==> config.mk <==
export PLATFORM = sky130hd
export DESIGN_NAME = blsb_unit
export DESIGN_NICKNAME = d
export VERILOG_FILES = /design/src/blsb_pkg.sv /design/src/blsb_alu_if.sv /design/src/blsb_shifter.sv /design/src/blsb_bitop.sv /design/src/blsb_unit.sv
export VERILOG_INCLUDE_DIRS = /design/src
export SDC_FILE = /design/constraint.sdc
export NUM_CORES = 1
export LEC_CHECK = 0
export BUFFER_PORTS_ARGS = -buffer_cell sky130_fd_sc_hd__buf_2
export CAP_MARGIN = 30
export CORE_ASPECT_RATIO = 1.25
export CORE_UTILIZATION = 44
export CTS_BUF_LIST = sky130_fd_sc_hd__clkbuf_8
export DETAILED_ROUTE_END_ITERATION = 16
export MAX_ROUTING_LAYER = met4
export PLACE_DENSITY = 0.7
export SYNTH_ARGS = -nofsm -noshare
export SYNTH_HDL_FRONTEND = slang
export SYNTH_SLANG_ARGS = --single-unit
==> constraint.sdc <==
create_clock -name sys_clk_in -period 3.5 [get_ports sys_clk_in]
set_clock_uncertainty 0.05 [all_clocks]
set_input_delay 0.35 -clock sys_clk_in [delete_from_list [all_inputs] [get_ports sys_clk_in]]
set_output_delay 0.35 -clock sys_clk_in [all_outputs]
set_load 0.02 [all_outputs]
==> src/blsb_consts.svh <==
// Constants for the byte logic, shift and bit unit
`ifndef BLSB_CONSTS_SVH
`define BLSB_CONSTS_SVH

// Operand and index widths
`define BLSB_DATA_W      8
`define BLSB_IDX_W       3
`define BLSB_FLAGS_W     4
`define BLSB_ADDR_W      16
`define BLSB_OP_W        5

// Condition flag bit positions
`define BLSB_FLAG_C      0
`define BLSB_FLAG_V      1
`define BLSB_FLAG_Z      2
`define BLSB_FLAG_N      3

// Reset values
`define BLSB_BYTE_RST    8'h00
`define BLSB_FLAGS_RST   4'h0
`define BLSB_IDX_RST     3'h0
`define BLSB_ADDR_RST    16'h0000

// Flag masks by operation class
`define BLSB_MASK_LOGIC  4'hE
`define BLSB_MASK_SHIFT  4'hF
`define BLSB_MASK_TEST   4'h4
`define BLSB_MASK_CARRY  4'h1
`define BLSB_MASK_NONE   4'h0

`endif

==> src/blsb_pkg.sv <==
// Types shared by the byte logic, shift and bit unit
`include "blsb_consts.svh"

package blsb_pkg;

    // Operation codes issued by the decoder
    typedef enum logic [`BLSB_OP_W-1:0] {
        OP_AND                      = 5'h00,
        OP_OR                       = 5'h01,
        OP_XOR                      = 5'h02,
        OP_NOT                      = 5'h03,
        OP_SHIFT_ARITH_LEFT         = 5'h04,
        OP_SHIFT_ARITH_RIGHT        = 5'h05,
        OP_SHIFT_LOGIC_LEFT         = 5'h06,
        OP_SHIFT_LOGIC_RIGHT        = 5'h07,
        OP_ROTATE_LEFT              = 5'h08,
        OP_ROTATE_RIGHT             = 5'h09,
        OP_ROTATE_CARRY_LEFT        = 5'h0A,
        OP_ROTATE_CARRY_RIGHT       = 5'h0B,
        OP_BIT_FORCE_ONE            = 5'h0C,
        OP_BIT_FORCE_ZERO           = 5'h0D,
        OP_BIT_TOGGLE               = 5'h0E,
        OP_BIT_PROBE_ZERO_FLAG      = 5'h0F,
        OP_CARRY_AND_BIT            = 5'h10,
        OP_CARRY_AND_INVERTED_BIT   = 5'h11,
        OP_CARRY_OR_BIT             = 5'h12,
        OP_CARRY_OR_INVERTED_BIT    = 5'h13,
        OP_CARRY_XOR_BIT            = 5'h14,
        OP_CARRY_XOR_INVERTED_BIT   = 5'h15,
        OP_BIT_TO_CARRY             = 5'h16,
        OP_INVERTED_BIT_TO_CARRY    = 5'h17,
        OP_CARRY_TO_BIT             = 5'h18,
        OP_INVERTED_CARRY_TO_BIT    = 5'h19
    } blsb_op_t;

    // Sequencer states, Gray coded along idle-read-write-done
    typedef enum logic [1:0] {
        ST_IDLE = 2'h0,
        ST_RD   = 2'h1,
        ST_WR   = 2'h3,
        ST_DONE = 2'h2
    } blsb_state_t;

endpackage : blsb_pkg

==> src/blsb_alu_if.sv <==
// Operand and result bundle between the sequencer and its datapaths
`timescale 1ns/1ps
`include "blsb_consts.svh"

interface blsb_alu_if;
    import blsb_pkg::*;
    blsb_op_t                 op;
    logic [`BLSB_DATA_W-1:0]  opnd;
    logic                     cin;
    logic [`BLSB_IDX_W-1:0]   idx;
    logic [`BLSB_DATA_W-1:0]  sh_res;
    logic                     sh_c;
    logic [`BLSB_DATA_W-1:0]  bit_res;
    logic                     bit_c;
    logic                     bit_z;

    modport ctrl (output op, opnd, cin, idx, input sh_res, sh_c, bit_res, bit_c, bit_z);
    modport shf  (input op, opnd, cin, output sh_res, sh_c);
    modport bop  (input op, opnd, cin, idx, output bit_res, bit_c, bit_z);
endinterface : blsb_alu_if

==> src/blsb_shifter.sv <==
// Byte shift and rotate datapath
`timescale 1ns/1ps

module blsb_shifter
    import blsb_pkg::*;
(
    // Operand and result bundle
    blsb_alu_if.shf alu
);

    // One-place shifts; the bit pushed out lands in carry
    always_comb begin
        alu.sh_res = alu.opnd;
        alu.sh_c   = alu.cin;
        case (alu.op)
            OP_SHIFT_ARITH_LEFT,
            OP_SHIFT_LOGIC_LEFT:   {alu.sh_c, alu.sh_res} = {alu.opnd, 1'b0};
            OP_SHIFT_ARITH_RIGHT: begin
                alu.sh_res = {alu.opnd[7], alu.opnd[7:1]};      // Sign kept
                alu.sh_c   = alu.opnd[0];
            end
            OP_SHIFT_LOGIC_RIGHT: begin
                alu.sh_res = {1'b0, alu.opnd[7:1]};
                alu.sh_c   = alu.opnd[0];
            end
            OP_ROTATE_LEFT: begin
                alu.sh_res = {alu.opnd[6:0], alu.opnd[7]};
                alu.sh_c   = alu.opnd[7];
            end
            OP_ROTATE_RIGHT: begin
                alu.sh_res = {alu.opnd[0], alu.opnd[7:1]};
                alu.sh_c   = alu.opnd[0];
            end
            // Nine-bit rings of byte plus carry
            OP_ROTATE_CARRY_LEFT:  {alu.sh_c, alu.sh_res} = {alu.opnd, alu.cin};
            OP_ROTATE_CARRY_RIGHT: {alu.sh_res, alu.sh_c} = {alu.cin, alu.opnd};
            default: ;
        endcase
    end

endmodule : blsb_shifter

==> src/blsb_bitop.sv <==
// Single-bit manipulation datapath
`timescale 1ns/1ps
`include "blsb_consts.svh"

module blsb_bitop
    import blsb_pkg::*;
(
    // Operand and result bundle
    blsb_alu_if.bop alu
);

    logic [`BLSB_DATA_W-1:0] sel_mask;
    logic                    sel_bit;

    // One-hot decode of the bit index
    genvar gi;
    generate
        for (gi = 0; gi < `BLSB_DATA_W; gi++) begin : g_mask
            assign sel_mask[gi] = (alu.idx == `BLSB_IDX_W'(gi));
        end
    endgenerate

    assign sel_bit = |(alu.opnd & sel_mask);

    // Byte and carry results; untouched bits always pass through
    always_comb begin
        alu.bit_res = alu.opnd;
        alu.bit_c   = alu.cin;
        alu.bit_z   = ~sel_bit;
        case (alu.op)
            OP_BIT_FORCE_ONE:          alu.bit_res = alu.opnd | sel_mask;
            OP_BIT_FORCE_ZERO:         alu.bit_res = alu.opnd & ~sel_mask;
            OP_BIT_TOGGLE:             alu.bit_res = alu.opnd ^ sel_mask;
            OP_CARRY_AND_BIT:          alu.bit_c   = alu.cin & sel_bit;
            OP_CARRY_AND_INVERTED_BIT: alu.bit_c   = alu.cin & ~sel_bit;
            OP_CARRY_OR_BIT:           alu.bit_c   = alu.cin | sel_bit;
            OP_CARRY_OR_INVERTED_BIT:  alu.bit_c   = alu.cin | ~sel_bit;
            OP_CARRY_XOR_BIT:          alu.bit_c   = alu.cin ^ sel_bit;
            OP_CARRY_XOR_INVERTED_BIT: alu.bit_c   = alu.cin ^ ~sel_bit; // RULE18
            OP_BIT_TO_CARRY:           alu.bit_c   = sel_bit;
            OP_INVERTED_BIT_TO_CARRY:  alu.bit_c   = ~sel_bit;
            OP_CARRY_TO_BIT:           alu.bit_res = alu.cin ? (alu.opnd | sel_mask)
                                                             : (alu.opnd & ~sel_mask);
            OP_INVERTED_CARRY_TO_BIT:  alu.bit_res = alu.cin ? (alu.opnd & ~sel_mask)
                                                             : (alu.opnd | sel_mask);
            default: ;
        endcase
    end

endmodule : blsb_bitop

==> src/blsb_unit.sv <==
// Byte logic, shift and single-bit execution unit with memory read-modify-write
// Function
// [RULE1] AND destination byte with register or immediate, write back to destination.
// [RULE2] OR destination byte with register or immediate, write back to destination.
// [RULE3] XOR destination byte with register or immediate, write back to destination.
// [RULE4] Complement replaces a register byte with its ones' complement.
// [RULE5] Arithmetic shifts left and right, result back to same register.
// [RULE6] Logical shifts left and right, result back to same register.
// [RULE7] Plain rotates left and right without carry, result back to register.
// [RULE8] Rotates through carry form a nine-bit ring, updating byte and carry.
// [RULE9] Force selected bit to one; index from immediate or register low bits.
// [RULE10] Force selected bit to zero; index chosen as for forcing one.
// [RULE11] Toggle selected bit; index from immediate or register low bits.
// [RULE12] Zero flag takes inverse of selected bit; operand unchanged.
// [RULE13] Carry becomes carry AND selected bit.
// [RULE14] Carry becomes carry AND inverted bit; index only immediate.
// [RULE15] Carry becomes carry OR selected bit.
// [RULE16] Carry becomes carry OR inverted bit; index only immediate.
// [RULE17] Carry becomes carry XOR selected bit.
// [RULE18] Carry becomes carry XOR inverted bit; index only immediate.
// [RULE19] Carry takes the selected bit; operand unchanged.
// [RULE20] Carry takes the inverted selected bit; index only immediate.
// [RULE21] Selected bit takes carry; other seven bits unchanged.
// [RULE22] Selected bit takes inverted carry; index only immediate.
// [RULE23] Memory targets use read, modify one bit, write whole byte back.
// [RULE24] Logic, shift, rotate set negative and zero from result, clear overflow.
`timescale 1ns/1ps
`include "blsb_consts.svh"

module blsb_unit
    import blsb_pkg::*;
(
    // Clock and reset
    input  wire logic                     sys_clk_in,
    input  wire logic                     rstn_in,
    // Request from the decoder
    input  wire logic                     req_valid_in,
    input  wire blsb_op_t                 op_in,
    input  wire logic [`BLSB_DATA_W-1:0]  dst_data_in,
    input  wire logic [`BLSB_DATA_W-1:0]  src_data_in,
    input  wire logic                     src_is_reg_in,
    input  wire logic [`BLSB_IDX_W-1:0]   imm_idx_in,
    input  wire logic                     idx_from_reg_in,
    input  wire logic                     dst_is_mem_in,
    input  wire logic [`BLSB_ADDR_W-1:0]  mem_addr_in,
    input  wire logic [`BLSB_FLAGS_W-1:0] flags_in,
    output logic                          ready_out,
    output logic                          done_out,
    // Write-back to register file and condition flags
    output logic [`BLSB_DATA_W-1:0]       result_out,
    output logic                          result_we_out,
    output logic [`BLSB_FLAGS_W-1:0]      flags_out,
    output logic [`BLSB_FLAGS_W-1:0]      flags_we_out,
    // Memory byte port
    output logic                          mem_rd_out,
    output logic                          mem_wr_out,
    output logic [`BLSB_ADDR_W-1:0]       mem_addr_out,
    output logic [`BLSB_DATA_W-1:0]       mem_wdata_out,
    input  wire logic [`BLSB_DATA_W-1:0]  mem_rdata_in,
    input  wire logic                     mem_ack_in
);

    ////////////////////////////////////////////////////////////////////////////
    // Declarations

    blsb_state_t              state_r;
    blsb_op_t                 op_r;
    logic [`BLSB_IDX_W-1:0]   idx_r;
    logic [`BLSB_FLAGS_W-1:0] flags_cap_r;
    logic                     busy;
    logic                     accept;
    logic                     accept_mem;
    logic                     mem_ack_rd;
    logic                     latch;
    logic [`BLSB_IDX_W-1:0]   idx_eff;
    logic [`BLSB_DATA_W-1:0]  src_eff;
    logic [`BLSB_DATA_W-1:0]  res_nxt;
    logic [`BLSB_FLAGS_W-1:0] new_flags;
    logic [`BLSB_FLAGS_W-1:0] mask_nxt;
    logic [`BLSB_FLAGS_W-1:0] base_flags;
    logic                     writes_byte;
    logic                     bit_class;
    logic                     imm_only;

    blsb_alu_if alu ();

    ////////////////////////////////////////////////////////////////////////////
    // Datapath instances

    blsb_shifter u_shifter (
        .alu (alu.shf)
    );

    blsb_bitop u_bitop (
        .alu (alu.bop)
    );

    ////////////////////////////////////////////////////////////////////////////
    // Request decode

    // Bit operations alone may target memory; others always act on the register
    assign bit_class  = (op_in >= OP_BIT_FORCE_ONE);
    assign busy       = (state_r != ST_IDLE);
    assign accept     = (state_r == ST_IDLE) && req_valid_in;
    assign accept_mem = accept && dst_is_mem_in && bit_class;                   // RULE23
    assign mem_ack_rd = (state_r == ST_RD) && mem_ack_in;
    assign latch      = (accept && !accept_mem) || mem_ack_rd;

    // Inverted carry variants only honour the immediate index
    always_comb begin
        imm_only = 1'b0;
        case (op_in)
            OP_CARRY_AND_INVERTED_BIT, OP_CARRY_OR_INVERTED_BIT,
            OP_CARRY_XOR_INVERTED_BIT, OP_INVERTED_BIT_TO_CARRY,
            OP_INVERTED_CARRY_TO_BIT:  imm_only = 1'b1;                         // RULE14 RULE16
            default: ;
        endcase
    end

    // Register index uses only the low three bits of the source byte
    assign idx_eff = (imm_only || !idx_from_reg_in) ? imm_idx_in               // RULE9 RULE20
                                                    : src_data_in[`BLSB_IDX_W-1:0];
    assign src_eff = src_data_in;  // Decoder muxes the immediate onto this bus

    ////////////////////////////////////////////////////////////////////////////
    // Operand steering: live request while idle, latched context after a read

    assign alu.op     = busy ? op_r : op_in;
    assign alu.opnd   = busy ? mem_rdata_in : dst_data_in;                      // RULE23
    assign alu.idx    = busy ? idx_r : idx_eff;
    assign alu.cin    = busy ? flags_cap_r[`BLSB_FLAG_C] : flags_in[`BLSB_FLAG_C];
    assign base_flags = busy ? flags_cap_r : flags_in;

    ////////////////////////////////////////////////////////////////////////////
    // Result and flag selection

    always_comb begin
        res_nxt     = alu.opnd;
        new_flags   = base_flags;
        mask_nxt    = `BLSB_MASK_NONE;
        writes_byte = 1'b0;
        unique case (alu.op)
            OP_AND, OP_OR, OP_XOR, OP_NOT: begin
                unique case (alu.op)
                    OP_AND:  res_nxt = alu.opnd & src_eff;                      // RULE1
                    OP_OR:   res_nxt = alu.opnd | src_eff;                      // RULE2
                    OP_XOR:  res_nxt = alu.opnd ^ src_eff;                      // RULE3
                    default: res_nxt = ~alu.opnd;                               // RULE4
                endcase
                writes_byte = 1'b1;
                mask_nxt    = `BLSB_MASK_LOGIC;                                 // RULE24
            end
            OP_SHIFT_ARITH_LEFT, OP_SHIFT_ARITH_RIGHT, OP_SHIFT_LOGIC_LEFT,
            OP_SHIFT_LOGIC_RIGHT, OP_ROTATE_LEFT, OP_ROTATE_RIGHT,
            OP_ROTATE_CARRY_LEFT, OP_ROTATE_CARRY_RIGHT: begin
                res_nxt                 = alu.sh_res;                           // RULE5 RULE6 RULE7
                new_flags[`BLSB_FLAG_C] = alu.sh_c;                             // RULE8
                writes_byte             = 1'b1;
                mask_nxt                = `BLSB_MASK_SHIFT;                     // RULE24
            end
            OP_BIT_FORCE_ONE, OP_BIT_FORCE_ZERO, OP_BIT_TOGGLE,
            OP_CARRY_TO_BIT, OP_INVERTED_CARRY_TO_BIT: begin
                res_nxt     = alu.bit_res;                                      // RULE10 RULE11 RULE21 RULE22
                writes_byte = 1'b1;
            end
            OP_BIT_PROBE_ZERO_FLAG: begin
                new_flags[`BLSB_FLAG_Z] = alu.bit_z;                            // RULE12
                mask_nxt                = `BLSB_MASK_TEST;
            end
            OP_CARRY_AND_BIT, OP_CARRY_AND_INVERTED_BIT, OP_CARRY_OR_BIT,
            OP_CARRY_OR_INVERTED_BIT, OP_CARRY_XOR_BIT, OP_CARRY_XOR_INVERTED_BIT,
            OP_BIT_TO_CARRY, OP_INVERTED_BIT_TO_CARRY: begin
                new_flags[`BLSB_FLAG_C] = alu.bit_c;                            // RULE13 RULE15 RULE17 RULE19
                mask_nxt                = `BLSB_MASK_CARRY;
            end
            default: ;  // Undefined codes leave everything alone
        endcase
        // Negative and zero follow the byte; overflow always cleared
        if (mask_nxt[`BLSB_FLAG_N]) begin
            new_flags[`BLSB_FLAG_N] = res_nxt[`BLSB_DATA_W-1];                  // RULE24
            new_flags[`BLSB_FLAG_Z] = (res_nxt == `BLSB_BYTE_RST);
            new_flags[`BLSB_FLAG_V] = 1'b0;
        end
    end

    ////////////////////////////////////////////////////////////////////////////
    // Sequencer: register ops finish in one step, memory ops read, then write only if they modify the byte

    always_ff @(posedge sys_clk_in or negedge rstn_in) begin
        if (!rstn_in) begin
            state_r <= ST_IDLE;
        end else begin
            unique case (state_r)
                ST_IDLE: if (req_valid_in) state_r <= accept_mem ? ST_RD : ST_DONE;
                ST_RD:   if (mem_ack_in) state_r <= writes_byte ? ST_WR : ST_DONE;  // RULE23
                ST_WR:   if (mem_ack_in) state_r <= ST_DONE;
                ST_DONE: state_r <= ST_IDLE;
            endcase
        end
    end

    // Context held across the memory access; flags are snapshotted because
    // the decoder may not hold them steady while we wait on memory
    always_ff @(posedge sys_clk_in or negedge rstn_in) begin
        if (!rstn_in) begin
            op_r         <= OP_AND;
            idx_r        <= `BLSB_IDX_RST;
            flags_cap_r  <= `BLSB_FLAGS_RST;
            mem_addr_out <= `BLSB_ADDR_RST;
        end else if (accept) begin
            op_r         <= op_in;
            idx_r        <= idx_eff;
            flags_cap_r  <= flags_in;
            mem_addr_out <= mem_addr_in;
        end
    end

    // Results; the register write enable never fires for memory targets
    always_ff @(posedge sys_clk_in or negedge rstn_in) begin
        if (!rstn_in) begin
            result_out    <= `BLSB_BYTE_RST;
            result_we_out <= 1'b0;
            flags_out     <= `BLSB_FLAGS_RST;
            flags_we_out  <= `BLSB_FLAGS_RST;
        end else if (latch) begin
            result_out    <= res_nxt;
            result_we_out <= writes_byte && !busy;
            flags_out     <= (base_flags & ~mask_nxt) | (new_flags & mask_nxt);
            flags_we_out  <= mask_nxt;
        end
    end

    ////////////////////////////////////////////////////////////////////////////
    // Handshake outputs

    assign ready_out     = (state_r == ST_IDLE);
    assign done_out      = (state_r == ST_DONE);
    assign mem_rd_out    = (state_r == ST_RD);
    assign mem_wr_out    = (state_r == ST_WR);                                  // RULE23
    assign mem_wdata_out = result_out;  // Whole modified byte goes back

    // Snapshot of a register-path request for the checks below
    logic                     chk_reg;
    logic [`BLSB_DATA_W-1:0]  chk_d;
    logic [`BLSB_DATA_W-1:0]  chk_s;
    logic [`BLSB_IDX_W-1:0]   chk_i;
    logic                     chk_c;
    assign chk_reg = accept && !accept_mem;
    always_ff @(posedge sys_clk_in) begin
        chk_d  <= dst_data_in;
        chk_s  <= src_data_in;
        chk_i  <= idx_eff;
        chk_c  <= flags_in[`BLSB_FLAG_C];
    end
endmodule : blsb_unit

# Word level (Yosys, flattened, before mapping)
# Cells that the tools add are included.
[word_totals]
regBits = 47
latch_bits = 0
mem_bits_rw = 0
rom_bits = 0
inputBits = 59
output_inout_bits = 45
word_cells = 126
memories = 0
[classes]
n_addsub = 0
multipliers = 0
div_mod_pow = 0
magnitude_cmp = 1
n_eq_ne = 43
n_shift = 0
muxes = 26
bitwise_logic = 20
n_reduce_logical = 27
[ops]
columns = ["operator", "count"]
rows = [
  ["== test 5 bit (second input constant)", 15],
  ["one-hot mux 8 bit (7 select lines)", 1],
  ["one-hot mux 8 bit (3 select lines)", 2],
  ["== test 5 x 4 -> 1 bit (second input constant)", 8],
  ["one-hot mux 8 bit (5 select lines)", 1],
  ["AND 8 bit", 3],
  ["2-to-1 mux 8 bit", 3],
  ["OR reduction 8 bit", 3],
  ["== test 5 x 3 -> 1 bit (second input constant)", 4],
  ["OR reduction 17 bit", 1],
  ["NOT 8 bit", 2],
  ["OR 8 bit", 2],
  ["one-hot mux 4 bit (4 select lines)", 1],
  ["bitwise XOR 8 bit", 2],
  ["== test 3 bit (second input constant)", 4],
  ["OR reduction 4 bit", 3],
  ["== test 5 x 2 -> 1 bit (second input constant)", 2],
  ["OR reduction 5 bit", 2],
  ["2-to-1 mux 3 bit", 3],
  ["AND 4 bit", 2],
  ["logical NOT 8 bit", 1],
  ["2-to-1 mux 2 bit", 4],
  ["one-hot mux 1 bit (8 select lines)", 1],
  ["one-hot mux 2 bit (4 select lines)", 1],
  ["other kinds (27)", 46],
]

# Longest topological paths before layout
# Gate-level depths: netlist of run 1.
[logic_depth]
ltp_word = 16
mapped_depth = 17
depth_no_buf = 15

# Modules after synthesis
# From an unflattened synthesis of run 1, not the netlist that was laid out.
[unflattened]
cells_unflattened = 476
area_unflattened_um2 = 4161.5
[modules_own_cells]
columns = ["mod", "n_inst", "cells_per_inst", "area_per_inst_um2", "seq_area_each_um2"]
rows = [
  ["blsb_unit", 1, 324, 3076.7, 1151.1],
  ["blsb_bitop", 1, 112, 828.3, 0.0],
  ["blsb_shifter", 1, 40, 256.5, 0.0],
]

# Least setup slack after synthesis of run 1
# No wires, ideal clock.
[synth_timing]
path_type = "input to register"
start = "in op_in[0]"
end = "reg flags_out[2]"
setup_time_ns = 0.104
t_arrival_ns = 3.199
required_time_ns = 3.346
setup_slack_ns = 0.147
cell_stages = 14
n_path_buf = 2
path_cell_list = "buf_2 a21bo_2 and2_1 buf_2 o211a_1 nor3b_1 inv_1 ha_1 a222oi_1 o22ai_1 nor3_1 o21ai_1 or2_1 o41ai_2"
[synth_between]
elab_chain_len = 16
elab_cells_between_ends = 76
classes_between = "order compare: 1; eq/ne: 37; mux: 13; bitwise: 10; reduce/logical: 15"
[synth_lines]
columns = ["element", "line_no", "source"]
rows = [
  ["start, declared", "blsb_unit.sv:38", "input wire blsb_op_t op_in,"],
  ["== test 5 bit", "blsb_unit.sv:112", "case (op_in)"],
  ["OR reduction 5 bit", "blsb_unit.sv:112", ""],
  ["2-to-1 mux 1 bit", "blsb_unit.sv:112", ""],
  ["logical OR 1 bit", "blsb_unit.sv:121", "assign idx_eff = (imm_only || !idx_from_reg_in) ? imm_idx_in"],
  ["2-to-1 mux 3 bit", "blsb_unit.sv:121", ""],
  ["2-to-1 mux 3 bit", "blsb_unit.sv:130", "assign alu.idx = busy ? idx_r : idx_eff;"],
  ["== test 3 x 1 -> 1 bit (tied with other cells)", "blsb_bitop.sv:19", "assign sel_mask[gi] = (alu.idx == `BLSB_IDX_W'(gi));"],
  ["NOT 8 bit", "blsb_bitop.sv:32, blsb_bitop.sv:43, blsb_bitop.sv:44", ""],
  ["AND 8 bit", "blsb_bitop.sv:32, blsb_bitop.sv:43, blsb_bitop.sv:44", ""],
  ["2-to-1 mux 8 bit (on tied branches)", "blsb_bitop.sv:44, blsb_bitop.sv:42", ""],
  ["one-hot mux 8 bit (5 select lines)", "blsb_bitop.sv:30", "case (alu.op)"],
  ["one-hot mux 8 bit (3 select lines)", "blsb_unit.sv:142", "unique case (alu.op)"],
  ["logical NOT 8 bit (no line)", "-", ""],
  ["2-to-1 mux 3 bit", "blsb_unit.sv:179", "if (mask_nxt[`BLSB_FLAG_N]) begin"],
  ["AND 4 bit", "blsb_unit.sv:228", "flags_out <= (base_flags & ~mask_nxt) | (new_flags & mask_nxt);"],
  ["OR 4 bit", "blsb_unit.sv:228", ""],
  ["end signal, assigned", "blsb_unit.sv:223", "flags_out <= `BLSB_FLAGS_RST;"],
  ["end signal, assigned", "blsb_unit.sv:228", ""],
  ["end, declared", "blsb_unit.sv:52", "output logic [`BLSB_FLAGS_W-1:0] flags_out,"],
]
# Parallel ways exist; a longest one is shown, timed or not.
# A chain may end at the register's enable or synchronous reset.

# Worst setup path in the final report of run 1
[layout_timing]
start = "reg state_r[1]"
end = "reg flags_out[2]"
[layout_between]
elab_chain_len = 12
elab_cells_between_ends = 79
classes_between = "eq/ne: 33; mux: 14; bitwise: 14; reduce/logical: 18"
[layout_lines]
columns = ["element", "line_no", "source"]
rows = [
  ["start, declared", "blsb_unit.sv:66", "blsb_state_t state_r;"],
  ["start signal, assigned", "blsb_unit.sv:194", "ST_IDLE: if (req_valid_in) state_r <= accept_mem ? ST_RD : ST_DONE;"],
  ["start signal, assigned", "blsb_unit.sv:195", "ST_RD: if (mem_ack_in) state_r <= writes_byte ? ST_WR : ST_DONE;"],
  ["nonzero test 2 bit", "blsb_unit.sv:103", "assign busy = (state_r != ST_IDLE);"],
  ["2-to-1 mux 3 bit", "blsb_unit.sv:130", ""],
  ["== test 3 x 1 -> 1 bit (tied with other cells)", "blsb_bitop.sv:19", ""],
  ["NOT 8 bit", "blsb_bitop.sv:32, blsb_bitop.sv:43, blsb_bitop.sv:44", ""],
  ["AND 8 bit", "blsb_bitop.sv:32, blsb_bitop.sv:43, blsb_bitop.sv:44", ""],
  ["2-to-1 mux 8 bit (on tied branches)", "blsb_bitop.sv:44, blsb_bitop.sv:42", ""],
  ["one-hot mux 8 bit (5 select lines)", "blsb_bitop.sv:30", ""],
  ["one-hot mux 8 bit (3 select lines)", "blsb_unit.sv:142", ""],
  ["logical NOT 8 bit (no line)", "-", ""],
  ["2-to-1 mux 3 bit", "blsb_unit.sv:179", ""],
  ["AND 4 bit", "blsb_unit.sv:228", ""],
  ["OR 4 bit", "blsb_unit.sv:228", ""],
]
# Parallel ways exist; a longest one is shown, timed or not.

==> impl_metrics.tcl, run 1 <==
set metrics [dict create \
    r2r-start "state_r[1]" \
    htree_num_levels 2 \
    seq_power_share 0.182 \
    register_area_um2 1150 \
    ys_ff_latch 46 \
    drive_gt1_frac 0.413 \
    power_frac_comb 0.760 \
    grt_max_degree 33 \
    drt-pass1-iter-count 4 \
    swShare 0.506 \
    worstSetupPathType "reg -> reg" \
    power_frac_clock 0.057 \
    reg2reg_slack_ps 150 \
    clk_pin_slew_ps 90 \
    syn_inst 448 \
    area_delta_synth_final_pct 23.2 \
    die_x_um 90.0 \
    die_y_um 112 \
    placed_area_um2 5030 \
    synth_xor_xnor_area_share 0.00616 \
    setup_viol 0 \
    required_ps 3660 \
    tightest_slew_ps 1020 \
    rsz0062_at_grt "true" \
    grt_pass1_vias 3988 \
    avgSynthCellArea_um2 9.52 \
    synth_cell_types 77 \
    r2r_cells 16 \
    antenna_left 0 \
    numCtsBuffers 5 \
    fin_crit_ps 3350 \
    peakVddDrop_mv 0.628 \
    ys_warn_count 0 \
    synth_area_um2 4260 \
    leakagePower_nw 2.51 \
    startpoint "state_r[1]" \
    clk_latency_ps 310 \
    status "finished, final reports clean" \
    relSlewSlack 0.316 \
    hold_path_class "in -> reg" \
    numPortBuffers 102 \
    grt_pass1_wl_um 20000 \
    track_usage 0.258 \
    critPathMaxFanout 7 \
    synthAdderAreaFrac 0.114 \
    ys_seq_area_frac 0.270 \
    ioPinCount 104 \
    final_cell_area_um2 5250 \
    critPathArrivalTime_ps 3510 \
    fin_nets 670 \
    clock_path_buffers 2 \
    async_reset_ff_frac 1.00 \
    worstSetupStartpointType "flop" \
    p_per_area_nw_per_um2 1060 \
    p_int_mw 2.74 \
    via_per_inst 5.78 \
    post-route-util 0.566 \
    dr.first_iter.drc_count 181 \
    antenna_found_initial 0 \
    fill_cells 868 \
    cts_tree "built" \
    syn_nets 546 \
    synthFlopType "dfrtp_1" \
    multi_input_area_um2 2830 \
    numClockSinks 46 \
    vias 4019 \
    drc_errors 0 \
    gr-total-overflow 0 \
    hpwl_um 9800 \
    synth_edf_count 0 \
    synth_top_family_by_area "compound AO/OA/AOI/OAI gates" \
    dieArea_um2 10100 \
    antenna_cells 0 \
    report.final.slew_viol_count 0 \
    fmax_ghz 0.299 \
    finalCritPeriodShare 0.956 \
    initial_core_util 0.460 \
    crit_path_end_kind "flop" \
    r2r_end "flags_out[2]" \
    worstSetupEndpoint "flags_out[2]" \
    synthSimpleGateAreaFrac 0.146 \
    hold_viol 0 \
    gp_congestion 0.893 \
    muxShareOfSynthArea 0.176 \
    rows 39 \
    drt-total-wl_um 12600 \
    core_area_um2 9270 \
    p_sw_mw 2.81 \
    synth_compound_area_frac 0.202 \
    cap_viol_max_count 0 \
    clock_tree.root_cell "clkbuf_8" \
    post_drt_wl_per_cell_um 18.2 \
]
flip-flops by register name, indices dropped and copies added (netlist names):
signal,count
flags_we_out,3
mem_addr_out,16
op_r,5
result_we_out,1
idx_r,3
flags_out,4
state_r,2
mem_wdata_out,8
flags_cap_r,4
final cells by class:
| type | instances | area share |
|---|---|---|
| multi-input combinational | 336 | 0.540 |
| sequential | 46 | 0.219 |
| timing repair buffer | 150 | 0.171 |
| tap | 123 | 0.0293 |
| inverter | 33 | 0.0260 |
| clock buffer | 5 | 0.0131 |
| clock inverter | 2 | 0.00191 |
routing by layer:
metal	global-route usage	routed length, µm	share of wire
met2	0.451	6420	0.51
met3	0.0352	601	0.048
met4	0.0871	239	0.019
met5	-	0	0
met1	0.305	5380	0.43
critical path, stage by stage (launching register included):
cell,delay (ps)
dfrtp_1,380
or2_4,280
clkinv_8,60
buf_4,100
nand2_2,50
o211ai_2,200
buf_6,150
nand2_4,50
nor2_4,130
inv_2,80
ha_4,150
a222oi_1,310
o22ai_1,160
nor4_2,300
nand4_1,130
a311o_1,350
o41ai_2,300
synthesized netlist by cell type, types with 7 or more instances:
master / n / share of area
o22ai_1: 13 / 0.019
buf_2: 7 / 0.0082
ha_1: 39 / 0.11
mux2_2: 37 / 0.098
a222oi_1: 8 / 0.019
dfrtp_1: 46 / 0.27
nand2b_1: 7 / 0.010
mux2i_1: 24 / 0.056
a211oi_1: 9 / 0.016
clkbuf_1: 9 / 0.0079
nand3_1: 7 / 0.0082
a21oi_1: 15 / 0.018
nor2_1: 20 / 0.018
o21ai_0: 16 / 0.019
nand2_1: 33 / 0.029
inv_1: 30 / 0.026
buf_4: 9 / 0.016
how the worst min path moves through the flow:
stage,startpoint,to,slack (ps),cells past startpoint
4_1_cts,mem_addr_in[4],mem_addr_out[4],210,2
2_1_floorplan,rstn_in,flags_cap_r[0],4,0
3_3_place_gp,mem_addr_out[6],mem_addr_out[6],440,1
3_5_place_dp,rstn_in,flags_out[1],230,1
5_1_grt,mem_addr_in[10],mem_addr_out[10],210,2
6_report,mem_addr_in[7],mem_addr_out[7],210,2
cells in the final DEF, fill, tap and decap left out, drive strengths merged, types with 3 or more instances in the layout:
cell type	count
nand3	7
o211ai	7
and3	3
a222oi	8
dfrtp	46
o21ai	20
a22oi	4
nor4	4
nor3	6
nand2b	7
nand2	34
and2	4
a2111oi	3
buf	149
o22ai	13
nor2	20
or2	5
mux2	40
a211oi	10
nand3b	3
nand4	5
a31oi	4
o211a	5
or4b	4
mux2i	27
a21oi	16
ha	39
clkinv	3
inv	32
nor2b	4
clkbuf	5
per-stage QoR:
stage	setup slack [ps]	total power [mW]	setup TNS (ps)	hold WS, ps	std cells
finish	152	5.56	0	210	695
global route	-34.1	5.95	-34.1	212	695
CTS	38.9	5.37	0	207	692
detailed placement	-88.4	5.01	-88.4	235	683
global placement	-11.1	4.91	-11.1	436	682
floorplan	147	3.87	0	4.41	448
cells by family after synthesis:
family / Yosys count
xor gates and xnor gates: 3
buffers and inverters: 66
muxes: 67
DFF: 46
and+or+nand+nor: 115
adders and majority gates: 39
AOI/OAI and AO/OA: 112
timing repair:
action / 4_1_cts / 5_1_grt
hold buffers: 1 / 0
resized for setup: 2 / 21
setup endpoints to repair: 1 / 4
buffers inserted: 1 / 4
pin swaps: 1 / 20
hold endpoints to repair: 14 / 0
power by group through the flow:
stage	logic [mW]	registers [mW]	clock network (mW)
2_1_floorplan	2.66	1.20	0
3_3_place_gp	3.91	1.00	0
3_5_place_dp	3.99	1.02	0
4_1_cts	4.03	1.01	0.326
5_1_grt	4.56	1.05	0.342
6_report	4.22	1.01	0.319
(Power assumes the default switching activity.)
==> run 2, diff against run 1 <==
RECOVER_POWER = 25   (was not set)
SETUP_SLACK_MARGIN = 0.5   (was not set)
==> run 2 against run 1 <==
Critical path type unchanged; flip-flop and latch count unchanged; non-clock buffer count rose by 14; clock power grew 6.3%; total power increased by 6.3%; highest routed layer unchanged; critical path depth shrank 2; combinational power grew 7.8%; the run now ends with max-capacitance violations, max-slew violations left.
==> impl_metrics.tcl, run 2 (synthesized netlist as in run 1, its figures left out) <==
set metrics [dict create \
    fill_cells 821 \
    track_usage 0.263 \
    post_drt_wl_per_cell_um 18.2 \
    area_delta_synth_final_pct 27.8 \
    gr-total-overflow 0 \
    via_per_inst 5.71 \
    fin_setup_tns_ps 0 \
    cts_tree "built" \
    clk_pin_slew_ps 90 \
    antenna_left 0 \
    grt_pass1_vias 4120 \
    gp_congestion 0.894 \
    dr.first_iter.drc_count 228 \
    antenna_found_initial 0 \
    dieArea_um2 10100 \
    violations "max-capacitance violations, max-slew violations" \
    leakagePower_nw 2.59 \
    pre_cts_ws_ps -92.2 \
    peakVddDrop_mv 0.546 \
    power_frac_clock 0.057 \
    fin_crit_ps 3350 \
    cap_viol_max_count 1 \
    fin_nets 684 \
    fmax_ghz 0.299 \
    hpwl_um 9810 \
    critPathMaxFanout 5 \
    worstSetupPathType "reg -> reg" \
    tightest_slew_ps 1800 \
    p_int_mw 2.98 \
    antenna_cells 0 \
    clock_path_buffers 2 \
    finalCritPeriodShare 0.957 \
    hold_viol 0 \
    critPathArrivalTime_ps 3520 \
    numCtsBuffers 5 \
    power_frac_comb 0.771 \
    clk_latency_ps 310 \
    drc_errors 0 \
    grt_pass1_wl_um 20400 \
    hold_path_class "in -> reg" \
    htree_num_levels 2 \
    p_per_area_nw_per_um2 1080 \
    regMostFlops "mem_addr_out" \
    core_area_um2 9270 \
    worst_slack_ps 151 \
    die_x_um 90.0 \
    drt-total-wl_um 12900 \
    relSlewSlack -0.199 \
    initial_core_util 0.460 \
    setup_viol 0 \
    vias 4054 \
    required_ps 3670 \
    fin_hold_ws_ps 212 \
    grt_max_degree 34 \
    die_y_um 112 \
    rows 39 \
    numClockSinks 46 \
    ioPinCount 104 \
    seq_power_share 0.172 \
    clock_tree.root_cell "clkbuf_8" \
    rsz0062_at_grt "true" \
    p_sw_mw 2.92 \
    drt-pass1-iter-count 6 \
    report.final.slew_viol_count 34 \
    layout_commonest_cell "buf_2" \
    layout_common_cells "101 x buf_2, 55 x buf_4, 46 x dfrtp_1, 37 x ha_1, 36 x mux2_2" \
    worstSetupStartpointType "flop" \
    status "finished with violations" \
    drive_gt1_frac 0.448 \
    crit_path_end_kind "flop" \
    numPortBuffers 102 \
    largest_register_ffs 16 \
    swShare 0.495 \
]
-- run 2: changes by cell type in the layout (fill, tap and decap cells not counted), sizes merged --
cell / change
inv: +1
clkbuf: +2
buf: +12
-- run 2: final cells by class --
cell class	count	area, µm²	share of cell area
well taps	123	154	0.0282
repair buffers	164	992	0.182
clock inverters	3	18.8	0.00345
flip-flops and latches	46	1150	0.211
inverters	33	136	0.0250
multi-input cells	336	2930	0.537
clock buffers	5	68.8	0.0126
-- run 2: repair_timing --
item	in CTS	in global routing
pin swaps	5	16
hold buffers	1	0
setup buffers	4	17
resized for setup	4	34
setup endpoints to repair	11	11
endpoints found under the hold margin	13	0
-- run 2: critical path, cell delays in order (launching register included) --
cell and delay (ps):
dfrtp_1 400, or2_4 270, buf_6 140, nand2_4 50
o211ai_1 200, buf_4 220, nor3b_4 190, inv_2 80
ha_4 210, a222oi_1 340, o22ai_1 120, nor3_1 220
o21ai_1 160, or2_1 280, o41ai_2 330
-- run 2: path summary, 6_finish.rpt --
| path | slack [ps] | cells past startpoint | startpoint | end |
|---|---|---|---|---|
| max | 150 | 14 | state_r[1] | flags_out[2] |
| min | 210 | 2 | mem_addr_in[12] | mem_addr_out[12] |
| max reg2reg | 150 | 14 | state_r[1] | flags_out[2] |
| min reg2reg | 460 | 1 | mem_addr_out[12] | mem_addr_out[12] |
| max in group asynchronous | 710 | 3 | rstn_in | mem_addr_out[6] |
| min in group asynchronous | 560 | 2 | rstn_in | flags_we_out[0] |
-- run 2: power groups by stage --
stage	clock network [mW]	logic [mW]	registers, mW
3_5_place_dp	0	3.99	1.02
2_1_floorplan	0	2.71	1.20
6_report	0.339	4.55	1.01
3_3_place_gp	0	3.91	1.00
4_1_cts	0.350	4.08	1.01
5_1_grt	0.366	4.89	1.06
-- run 2: through the flow --
step | std cells | area (µm²) | total power [mW] | utilization
final | 710 | 5450 | 5.90 | 0.588
after global routing | 710 | 5450 | 6.32 | 0.588
after CTS | 693 | 5180 | 5.43 | 0.559
after detailed placement | 680 | 5040 | 5.00 | 0.544
after global placement | 679 | 5020 | 4.91 | 0.542
after floorplan | 448 | 4300 | 3.91 | -
-- run 2: layer usage --
metal / vias up / GRT usage / share of wire
met5: - / - / 0
met4: 0 / 0.138 / 0.036
met3: 28 / 0.0298 / 0.056
met2: 146 / 0.445 / 0.50
met1: 1949 / 0.308 / 0.41
li1: 1931 / - / -
